`src/shared/owbr_pkg.sv`:
```
/*
  Shared constants and types for the one-wire brightness receiver.
  Assumes a 50 MHz system clock; every time below is turned into clock cycles here.
*/
// Functional notes
// Bytes travel and are assembled most significant bit first, least significant last.
// Host sends a start condition before the address byte and the data byte; the host model sends one before the data byte only.
// Start condition is line high at least 2 us; next falling edge opens bit one.
// If the line is already high, the address byte needs no start condition.
// Host holds an end-of-byte condition at least 2 us after every byte.
// One means high at least twice low; zero means low at least twice high.
// A bit spans falling edge to falling edge and is decided at the closing edge.
// Acknowledge only with request flag set, matching address, all 16 bits good.
// Acknowledge pulls the line low through the pull-down for at most 512 us.
// Pull-down turns on only after the validation delay from the final falling edge.
// Host keeps the line low during the validation delay of an acknowledged transfer.
// Host releases the line after the delay and reads low as acknowledge.
// Host starts no new transfer before the acknowledge period ends.
// Only an open-drain host may set the acknowledge-request flag.
// First byte is the device address byte; the device answers only to 72 hex.
// Data byte: request flag bit 7, register select bits 6..5 zero, level bits 4..0.
// Line is synchronised and its high and low times counted on the system clock.
`default_nettype none
package owbr_pkg;

    localparam int CLK_NS      = 20;
    localparam int START_NS    = 2000;
    localparam int BYTE_END_NS = 2000;
    localparam int VALID_NS    = 2000;
    localparam int ACK_HOLD_NS = 512000;
    // Least times round up, the longest time rounds down
    localparam int START_CYC    = (START_NS + CLK_NS - 1) / CLK_NS;
    localparam int BYTE_END_CYC = (BYTE_END_NS + CLK_NS - 1) / CLK_NS;
    localparam int VALID_CYC    = (VALID_NS + CLK_NS - 1) / CLK_NS;
    localparam int ACK_HOLD_CYC = ACK_HOLD_NS / CLK_NS;

    localparam int CNT_W     = 12;
    localparam int TMR_W     = 16;
    localparam int BYTE_BITS = 8;
    localparam int LEVEL_W   = 5;

    localparam logic [7:0] OWN_ADDR = 8'h72;
    localparam int ACK_REQUEST_FLAG = 7;
    localparam int REG_SEL_HI       = 6;
    localparam int REG_SEL_LO       = 5;
    localparam int LEVEL_BIT_TOP    = 4;
    localparam int LEVEL_BIT_BOTTOM = 0;
    localparam logic [LEVEL_W-1:0] LEVEL_RESET = 5'h00;

    typedef enum logic [2:0] {
        ST_IDLE  = 3'b000,
        ST_BITS  = 3'b001,
        ST_EOB   = 3'b010,
        ST_START = 3'b011,
        ST_VALID = 3'b100,
        ST_ACK   = 3'b101
    } owbr_state_t;

    // Synchronised control line with its interval counts
    typedef struct packed {
        logic             fall;
        logic             rise;
        logic             level;
        logic [CNT_W-1:0] lowCnt;
        logic [CNT_W-1:0] highCnt;
    } owbr_line_t;

endpackage : owbr_pkg
`default_nettype wire

```
`src/hdl/owbr_line_timer.sv`:
```
/*
  Control line synchroniser, edge detector and high/low interval counters.
  Assumes the line is asynchronous to clk; counts saturate on very long intervals.
*/
`timescale 1ns/1ps
`default_nettype none
module owbr_line_timer
(
    input  wire logic          clk,
    input  wire logic          rst,
    input  wire logic          ctrlIn,
    output var  owbr_pkg::owbr_line_t line
);
    import owbr_pkg::*;

    typedef struct packed {
        logic             s1;
        logic             s2;
        logic             s3;
        logic [CNT_W-1:0] low;
        logic [CNT_W-1:0] high;
    } owbr_tmr_t;

    owbr_tmr_t r_q;
    owbr_tmr_t r_d;

    function automatic logic [CNT_W-1:0] satInc(input logic [CNT_W-1:0] v);
        satInc = (&v) ? v : v + 1'b1;
    endfunction : satInc

    // Only s2 and later stages feed logic; s1 is read by s2 alone
    always_comb
    begin
        r_d    = r_q;
        r_d.s1 = ctrlIn;
        r_d.s2 = r_q.s1;
        r_d.s3 = r_q.s2;
        if (r_q.s3 && !r_q.s2)
        begin
            r_d.low  = {{(CNT_W-1){1'b0}}, 1'b1};
            r_d.high = '0;
        end
        else if (!r_q.s2)
            r_d.low = satInc(r_q.low);
        else
            r_d.high = satInc(r_q.high);
    end

    always_ff @(posedge clk)
    begin
        if (rst)
        begin
            r_q.s1   <= 1'b1;
            r_q.s2   <= 1'b1;
            r_q.s3   <= 1'b1;
            r_q.low  <= '0;
            r_q.high <= '0;
        end
        else
            r_q <= r_d;
    end

    // Counts shown at a falling edge are the totals of the bit just closed
    assign line.fall    = r_q.s3 & ~r_q.s2;
    assign line.rise    = ~r_q.s3 & r_q.s2;
    assign line.level   = r_q.s2;
    assign line.lowCnt  = r_q.low;
    assign line.highCnt = r_q.high;

endmodule : owbr_line_timer
`default_nettype wire

```
`src/hdl/owbr_receiver.sv`:
```
/*
  One-wire brightness command receiver with open-drain acknowledge.
  Assumes an external pull-up on the control line; ctrlOut/ctrlOe drive its pull-down.
*/
`timescale 1ns/1ps
`default_nettype none
module owbr_receiver
#(
    parameter int ACK_HOLD_CYC = owbr_pkg::ACK_HOLD_CYC,
    parameter int VALID_CYC    = owbr_pkg::VALID_CYC
)
(
    input  wire logic                         clk,
    input  wire logic                         rst,
    input  wire logic                         ctrlIn,
    output logic                              ctrlOut,
    output logic                              ctrlOe,
    output logic [owbr_pkg::LEVEL_W-1:0]      level,
    output logic                              levelStrobe,
    output logic                              frameError
);
    import owbr_pkg::*;

    typedef struct packed {
        owbr_state_t        state;
        logic [3:0]         bitCnt;
        logic               byteIdx;
        logic [7:0]         shift;
        logic [7:0]         addrByte;
        logic [7:0]         dataByte;
        logic [TMR_W-1:0]   timer;
        logic [LEVEL_W-1:0] level;
        logic               strobe;
        logic               err;
        logic               oe;
    } owbr_rx_t;

    owbr_rx_t   s_q;
    owbr_rx_t   s_d;
    owbr_line_t line;
    logic       bitOk;
    logic       bitVal;
    logic [7:0] nextByte;

    owbr_line_timer u_line
    (
        .clk    (clk),
        .rst    (rst),
        .ctrlIn (ctrlIn),
        .line   (line)
    );

    // Ratio decision; doubling is one bit wider so it cannot wrap
    always_comb
    begin
        bitVal   = ({1'b0, line.highCnt} >= {line.lowCnt, 1'b0});
        bitOk    = bitVal || ({1'b0, line.lowCnt} >= {line.highCnt, 1'b0});
        nextByte = {s_q.shift[6:0], bitVal};
    end

    // Receive sequence; any malformed interval drops back to idle with an error pulse
    always_comb
    begin
        s_d        = s_q;
        s_d.strobe = 1'b0;
        s_d.err    = 1'b0;
        unique case (s_q.state)
            ST_IDLE:
            begin
                // A falling edge from a high line opens the address byte at once
                if (line.fall)
                begin
                    s_d.state   = ST_BITS;
                    s_d.bitCnt  = 4'h0;
                    s_d.byteIdx = 1'b0;
                end
            end
            ST_BITS:
            begin
                if (line.fall)
                begin
                    if (!bitOk)
                    begin
                        s_d.err   = 1'b1;
                        s_d.state = ST_IDLE;
                    end
                    else
                    begin
                        s_d.shift  = nextByte;
                        s_d.bitCnt = s_q.bitCnt + 4'h1;
                        if (s_q.bitCnt == 4'(BYTE_BITS - 1))
                        begin
                            s_d.state = ST_EOB;
                            if (!s_q.byteIdx)
                                s_d.addrByte = nextByte;
                            else
                            begin
                                s_d.dataByte = nextByte;
                                // Register select must be zero for a level write
                                if (s_q.addrByte == OWN_ADDR && !nextByte[REG_SEL_HI]
                                    && !nextByte[REG_SEL_LO])
                                begin
                                    s_d.level  = nextByte[LEVEL_BIT_TOP:LEVEL_BIT_BOTTOM];
                                    s_d.strobe = 1'b1;
                                end
                                if (s_q.addrByte == OWN_ADDR && nextByte[ACK_REQUEST_FLAG])
                                begin
                                    s_d.state = ST_VALID;
                                    s_d.timer = '0;
                                end
                            end
                        end
                    end
                end
            end
            ST_EOB:
            begin
                // Too short a low gap means the host broke framing
                if (line.rise)
                begin
                    if (line.lowCnt < CNT_W'(BYTE_END_CYC))
                    begin
                        s_d.err   = 1'b1;
                        s_d.state = ST_IDLE;
                    end
                    else
                        s_d.state = s_q.byteIdx ? ST_IDLE : ST_START;
                end
            end
            ST_START:
            begin
                if (line.fall)
                begin
                    if (line.highCnt >= CNT_W'(START_CYC))
                    begin
                        s_d.state   = ST_BITS;
                        s_d.bitCnt  = 4'h0;
                        s_d.byteIdx = 1'b1;
                    end
                    else
                    begin
                        s_d.err   = 1'b1;
                        s_d.state = ST_IDLE;
                    end
                end
            end
            ST_VALID:
            begin
                // Host holds the line low here, so no edge can be mistaken
                s_d.timer = s_q.timer + 1'b1;
                if (s_q.timer == TMR_W'(VALID_CYC - 1))
                begin
                    s_d.state = ST_ACK;
                    s_d.oe    = 1'b1;
                    s_d.timer = '0;
                end
            end
            ST_ACK:
            begin
                s_d.timer = s_q.timer + 1'b1;
                if (s_q.timer == TMR_W'(ACK_HOLD_CYC - 1))
                begin
                    s_d.state = ST_IDLE;
                    s_d.oe    = 1'b0;
                end
            end
            default:
                s_d.state = ST_IDLE;
        endcase
    end

    always_ff @(posedge clk)
    begin
        if (rst)
        begin
            s_q.state    <= ST_IDLE;
            s_q.bitCnt   <= 4'h0;
            s_q.byteIdx  <= 1'b0;
            s_q.shift    <= 8'h00;
            s_q.addrByte <= 8'h00;
            s_q.dataByte <= 8'h00;
            s_q.timer    <= '0;
            s_q.level    <= LEVEL_RESET;
            s_q.strobe   <= 1'b0;
            s_q.err      <= 1'b0;
            s_q.oe       <= 1'b0;
        end
        else
            s_q <= s_d;
    end

    // Open drain: only ever pulls low, never drives high
    assign ctrlOut     = 1'b0;
    assign ctrlOe      = s_q.oe;
    assign level       = s_q.level;
    assign levelStrobe = s_q.strobe;
    assign frameError  = s_q.err;

    // Helper: length of the current pull-down pulse
    logic [TMR_W-1:0] ackRun_q;
    always_ff @(posedge clk)
    begin
        if (rst || !s_q.oe)
            ackRun_q <= '0;
        else
            ackRun_q <= ackRun_q + 1'b1;
    end
endmodule : owbr_receiver
`default_nettype wire

```
`config.mk`:
```
export PLATFORM = sky130hd
export DESIGN_NAME = owbr_receiver
export DESIGN_NICKNAME = d
export VERILOG_FILES = /design/src/shared/owbr_pkg.sv /design/src/hdl/owbr_line_timer.sv /design/src/hdl/owbr_receiver.sv
export SDC_FILE = /design/constraint.sdc
export NUM_CORES = 1
export LEC_CHECK = 0
export BUFFER_PORTS_ARGS = -buffer_cell sky130_fd_sc_hd__buf_4
export CAP_MARGIN = 20
export CORE_ASPECT_RATIO = 1.2
export CORE_MARGIN = 2
export CORE_UTILIZATION = 58
export CTS_BUF_LIST = sky130_fd_sc_hd__clkbuf_4 sky130_fd_sc_hd__clkbuf_8
export DETAILED_ROUTE_END_ITERATION = 16
export PLACE_DENSITY_LB_ADDON = 0.08
export SLEW_MARGIN = 40
export SYNTH_ARGS = -nofsm -noshare
export SYNTH_HDL_FRONTEND = slang
export SYNTH_SLANG_ARGS = --single-unit
```
`constraint.sdc`:
```
create_clock -name clk -period 2.6 [get_ports clk]
set_clock_uncertainty 0.15 [all_clocks]
set_input_delay 0.39 -clock clk [delete_from_list [all_inputs] [get_ports clk]]
set_output_delay 0.39 -clock clk [all_outputs]
set_load 0.1 [all_outputs]
```
# [Yosys cells after proc, flatten, opt, wreduce, memory -nomap -nowiden]
# Cells that the tools add are included.
[totals] ff_bits=74 input_bits=3 out_inout_bits=9 elab_cells=126
[classes] n_addsub=4 order_cmp=4 eq_ne=23 n_mux=40 bitwise=11 reduce_logical=28
[op_table] operator="$mux 22" n=3
[op_table] operator="$pmux 16 s3" n=1
[op_table] operator="$mux 16" n=2
[op_table] operator="$ge 12x13->1" n=2
[op_table] operator="$add 12x1->12 const B" n=2
[op_table] operator="$mux 12" n=2
[op_table] operator="$ne 2x2->1 const B" n=12
[op_table] operator="$reduce_and 12->1" n=2
[op_table] operator="$mux 23" n=1
[op_table] operator="$mux 3" n=7
[op_table] operator="$pmux 3 s6" n=1
[op_table] operator="$reduce_and 6->1" n=3
[op_table] operator="$add 16x1->16 const B" n=1
[op_table] operator="$eq 16x15->1 const B" n=1
[op_table] operator="$eq 16x7->1 const B" n=1
[op_table] operator="$mux 8" n=2
[op_table] operator="$mux 13" n=1
[op_table] operator="$ge 12x7->1 const B" n=1
[op_table] operator="$lt 12x7->1 const B" n=1
[op_table] operator="$pmux 4 s3" n=1
[op_table] operator="$mux 1" n=10
[op_table] operator="$not 1->1" n=9
[op_table] operator="$eq 8x7->1 const B" n=1
[op_table] operator="$mux 7" n=1
[op_table] operator="other kinds (27)" n=42

# [Longest topological paths before layout]
[logic_depth] ltp_word=9 ltp_mapped=10 mapped_depth_nobuf=9

# [Modules after synthesis]
# A second synthesis with hierarchy kept.
[unflattened] hier_cells=538 area_unflattened_um2=4619.4
[modules_own_cells] module="owbr_receiver" instances=1 cells_each=369 area_per_inst_um2=3076.7 seq_area_each_um2=940.9
[modules_own_cells] module="owbr_line_timer" instances=1 cells_each=169 area_per_inst_um2=1542.7 seq_area_each_um2=540.5

# [Least setup slack after synthesis]
# Ideal clock, no wire load.
[synth_timing] path_type="register to register" startpoint="register u_line.r_q (netlist bit u_line.line[15])" endpoint="register s_q[54] in the netlist's numbering" setup_ns=0.128 t_arrival_ns=2.210 required_time_ns=2.322 path_slack_ns=0.111 stages_incl_launch_ff=10 n_path_buf=1 period_less_slack_ns=2.489 path_cell_list="dfxtp_1 > inv_1 > ha_1 > a211o_1 > o2111ai_1 > o211ai_4 > or2_2 > buf_2 > a31oi_1 > o32ai_1"
[synth_via] elab_chain_cells=5 word_cells_on_any_way=11 cone_classes="order compare (3); eq/ne (1); mux (5); reduce/logical (2)"
[synth_rtl] item="from (decl)" line="owbr_line_timer.sv:24" source="owbr_tmr_t r_q;"
[synth_rtl] item="from (signal assigned)" line="owbr_line_timer.sv:60" source="r_q <= r_d;"
[synth_rtl] item="$ge 12x13->1, on equally long branches" line="owbr_receiver.sv:56, owbr_receiver.sv:57"
[synth_rtl] item="$logic_or 1x1->1" line="owbr_receiver.sv:57" source="bitOk = bitVal || ({1'b0, line.lowCnt} >= {line.highCnt, 1'b0});"
[synth_rtl] item="$mux 3" line="owbr_receiver.sv:82" source="if (!bitOk)"
[synth_rtl] item="$mux 7" line="owbr_receiver.sv:80" source="if (line.fall)"
[synth_rtl] item="$pmux 3 s6" line="owbr_receiver.sv:67" source="unique case (s_q.state)"
[synth_rtl] item="to (decl)" line="owbr_receiver.sv:38" source="owbr_rx_t s_q;"
# Several ways; a longest one is shown, not always the timed one. The select of a mux whose other input is x is not followed.
# A chain may end at the register's enable or synchronous reset.

# [Final worst setup path]
[layout_timing] startpoint="register u_line.r_q (netlist bit u_line.line[8])" endpoint="register s_q[51] in the netlist's numbering"
[layout_via] elab_chain_cells=4 word_cells_on_any_way=7 cone_classes="order compare (3); eq/ne (2); reduce/logical (2)"
[layout_rtl] item="$ge 12x13->1, on equally long branches" line="owbr_receiver.sv:56, owbr_receiver.sv:57"
[layout_rtl] item="$logic_or 1x1->1" line="owbr_receiver.sv:57"
[layout_rtl] item="$ne 2x2->1 (no line)"
[layout_rtl] item="$reduce_and 6->1 (no line) *"
# Mark *: on every way between the ends. The rest lies on a longest branch, timed or not.

==> key figures <==
Outcome
  • Status: finished, final reports clean

Critical path
  • CP Capture Type: flop
  • Critical path startpoint category: flop
  • Critical path fanouts, max: 7
  • Kind of critical path: flop to flop
  • Required @ worst endpoint: 2.73 ns
  • WP data arrival: 2.64 ns

Detailed routing
  • Wire length on met2: 4640 µm
  • Drt drc: 0
  • Met1 WL: 4240 µm
  • Vias post-DR: 3682
  • Via density: 5.97
  • WL met3: 361 µm
  • Wirelength, routed: 9540 µm
  • Max Used Layer: met4
  • First-pass iteration count of the detailed router: 5
  • Routed Antenna Nets: 0
  • 1st-iter DRT viols: 265
  • Routed length per instance: 15.5 µm

Power and ir drop
  • Combinational Power Share: 7.4%
  • P per Cell Area: 482 nW/µm²
  • P_leak: 1.75 nW
  • Sw frac: 25.9%
  • Internal power: 1.67 mW
  • Clock power frac: 41.5%
  • Peak VDD IR: 0.287 mV
  • Net switching power: 584 µW
  • Seq pwr share: 51.1%

Global route
  • GRT Total Usage: 25.6%
  • Initial antenna violation count: 0
  • Global route total overflow: 0
  • Largest net degree at the start of global routing: 55
  • First-pass GRT wire length: 15400 µm
  • Vias in the first global route: 3412

Yosys
  • Flops & latches, synth: 74
  • Syn_nets: 528
  • Mapped Cells: 499
  • Synthesis Warnings: 0
  • Post-synthesis sequential area ratio: 35.9%
  • Synthesized area: 4130 µm²
  • Post-synth EDFFs: 0
  • Post-synth cell types: 59
  • Mapped Avg Cell Area: 8.28 µm²
  • Top_reg_cell synth: dfxtp_1
  • FFs w/ async S/R, synth: 0%

Timing
  • Final max-slew violation count: 0
  • Crit share post-route: 96.3%
  • Endpoints failing setup: 0
  • Peak Freq: 399 MHz
  • Worst relative slew slack: 59.0%
  • Hold Slack: 0.0681 ns
  • Slew of the pin with the lowest slew margin: 0.614 ns
  • Final Hold Fails: 0
  • Final Critical Period: 2.51 ns

Floorplanning
  • Initial Utilization: 60.3%
  • # IOs: 12
  • Die height: 96.5 µm
  • FP Rows: 33
  • Core area: 6850 µm²
  • Die area: 7820 µm²
  • Die X: 81.0 µm

CTS
  • CTS tree: done
  • Bufs on Longest Clock Path: 2
  • Hold buffer count at cts: 0
  • Clk root buf: clkbuf_8
  • Clock latency on the worst-skew pair: 0.36 ns
  • CTS Buf Count: 9
  • H-tree levels: 3
  • Clock sink count: 74
  • Clock-pin transition on the worst setup and hold timing paths: 0.08 ns

Place
  • Placed Cells incl. Taps: 598
  • PortBufs: 10
  • Hpwl dp: 6640 µm
  • GP Congestion: 0.876

Final layout
  • Diodes inserted: 0
  • Synth-to-layout area growth: 13.1%
  • Share of layout cells above drive strength 1: 14.2%
  • Finished Layout Cells: 617
  • Nets: 554

Run
  • Max_cap viols: 0

Min path
  • Hold/Removal Path Class: input port to flop
-- kinds of logic (layout without fill, tap and decap cells) --
family	Yosys count	in the layout	share of synthesized area [%]
flops	74	74	35.9
buf+inv	48	78	5.06
compound gates	109	110	18.3
fa+ha+maj	26	26	7.87
simple gates	209	209	25.5
mux	17	17	4.12
xor+xnor	15	15	3.18
other cells	1	1	0.0908
-- cells in the final DEF (no fill, tap or decap), types with 4 or more instances in the layout --
cell type	count
dfxtp_1	74
nor2_1	63
nand2_1	39
a21oi_1	37
buf_4	35
nand3_1	27
ha_1	26
inv_1	24
o21ai_0	19
nor3_1	18
mux2i_1	17
xnor2_1	15
a211oi_1	10
nor4_1	10
clkbuf_8	10
nand2b_1	9
and3_1	7
a311oi_1	7
nand4_1	6
a31oi_1	5
or2_2	5
or3_1	4
o21a_1	4
-- cell usage after synthesis, drive strengths merged (3+ instances only) --
| library cell | n | share of area (%) |
|---|---|---|
| xnor2 | 15 | 3.2 |
| nor4 | 10 | 1.5 |
| and3 | 7 | 1.1 |
| nand2b | 9 | 1.4 |
| a31oi | 5 | 0.76 |
| a311oi | 7 | 1.5 |
| a21oi | 38 | 4.6 |
| buf | 8 | 1.4 |
| and2 | 3 | 0.45 |
| o21a | 4 | 0.73 |
| ha | 26 | 7.9 |
| nand3 | 27 | 3.3 |
| a21boi | 3 | 0.64 |
| and4 | 3 | 0.64 |
| dfxtp | 74 | 36 |
| mux2i | 17 | 4.1 |
| nor3 | 19 | 2.4 |
| or3 | 4 | 0.61 |
| inv | 25 | 2.3 |
| or2 | 6 | 0.91 |
| clkbuf | 15 | 1.4 |
| nand4 | 6 | 0.91 |
| o21ai | 22 | 2.9 |
| a211oi | 10 | 1.8 |
| o211ai | 3 | 1.2 |
| nand2 | 39 | 3.5 |
| o2111ai | 3 | 0.79 |
| nor2 | 65 | 6.3 |
-- critical path, cell delays in order (launching register included) --
cell,delay [ns]
dfxtp_1,0.46
inv_1,0.13
ha_1,0.34
nand4b_4,0.12
o311ai_4,0.59
o21ai_4,0.10
or3b_1,0.38
a31oi_1,0.16
-- layer usage --
metal,global-route usage (%),vias to the layer above
li1,-,1850
met1,30.0,1721
met2,44.2,82
met3,5.58,29
met4,12.1,0
met5,0,-
-- timing repair --
item                       CTS  global route
setup buffers                0             2
resized for setup            0             7
setup endpoints to repair    0            40
-- power by group through the flow --
stage / Combinational (mW) / Sequential (mW) / Clock, mW
CTS: 0.155 / 1.15 / 0.943
global placement: 0.150 / 1.18 / 0
detailed placement: 0.154 / 1.18 / 0
floorplan: 0.119 / 1.18 / 0
finish: 0.167 / 1.15 / 0.934
global route: 0.185 / 1.15 / 0.994
-- cell type report --
cell class                      count  area [µm²]
Timing Repair Buffer               37         303
Sequential cell                    74        1480
Clock inverter                      6        66.3
Fill cell                         581        2180
Tap cell                           87         109
Clock buffer                       10         138
Multi-Input combinational cell    378        2480
Inverter                           25        93.8
-- per-stage QoR --
step	setup WS (ns)	instance area, µm²	util (%)	power (mW)	TNS [ns]
6_report	0.0950	4670	68.2	2.25	0
5_1_grt	-0.0308	4670	68.2	2.33	-0.123
4_1_cts	0.00897	4600	67.2	2.25	0
3_5_place_dp	0.0539	4400	64.2	1.33	0
3_3_place_gp	0.0893	4400	64.2	1.33	0
2_1_floorplan	0.111	4130	-	1.30	0
-- state kept, by name, indices dropped and copies added (netlist names) --
signal       cells
s_q             32
u_line.r_d       1
level            5
levelStrobe      1
u_line.line     25
frameError       1
ctrlOe           1
nextByte         7
u_line.r_q       1
-- final timing paths --
path / start / end / slack, ns / cells after the start
max: u_line.line[8]$_SDFFE_PP0P_ / s_q[51]$_SDFFE_PP0P_ / 0.09 / 7
max reg2reg: u_line.line[8]$_SDFFE_PP0P_ / s_q[51]$_SDFFE_PP0P_ / 0.09 / 7
min: ctrlIn / u_line.r_d[25]$_SDFF_PP1_ / 0.07 / 2
min reg2reg: u_line.r_d[25]$_SDFF_PP1_ / u_line.line[24]$_SDFF_PP1_ / 0.26 / 1
(Power assumes the default switching activity.)
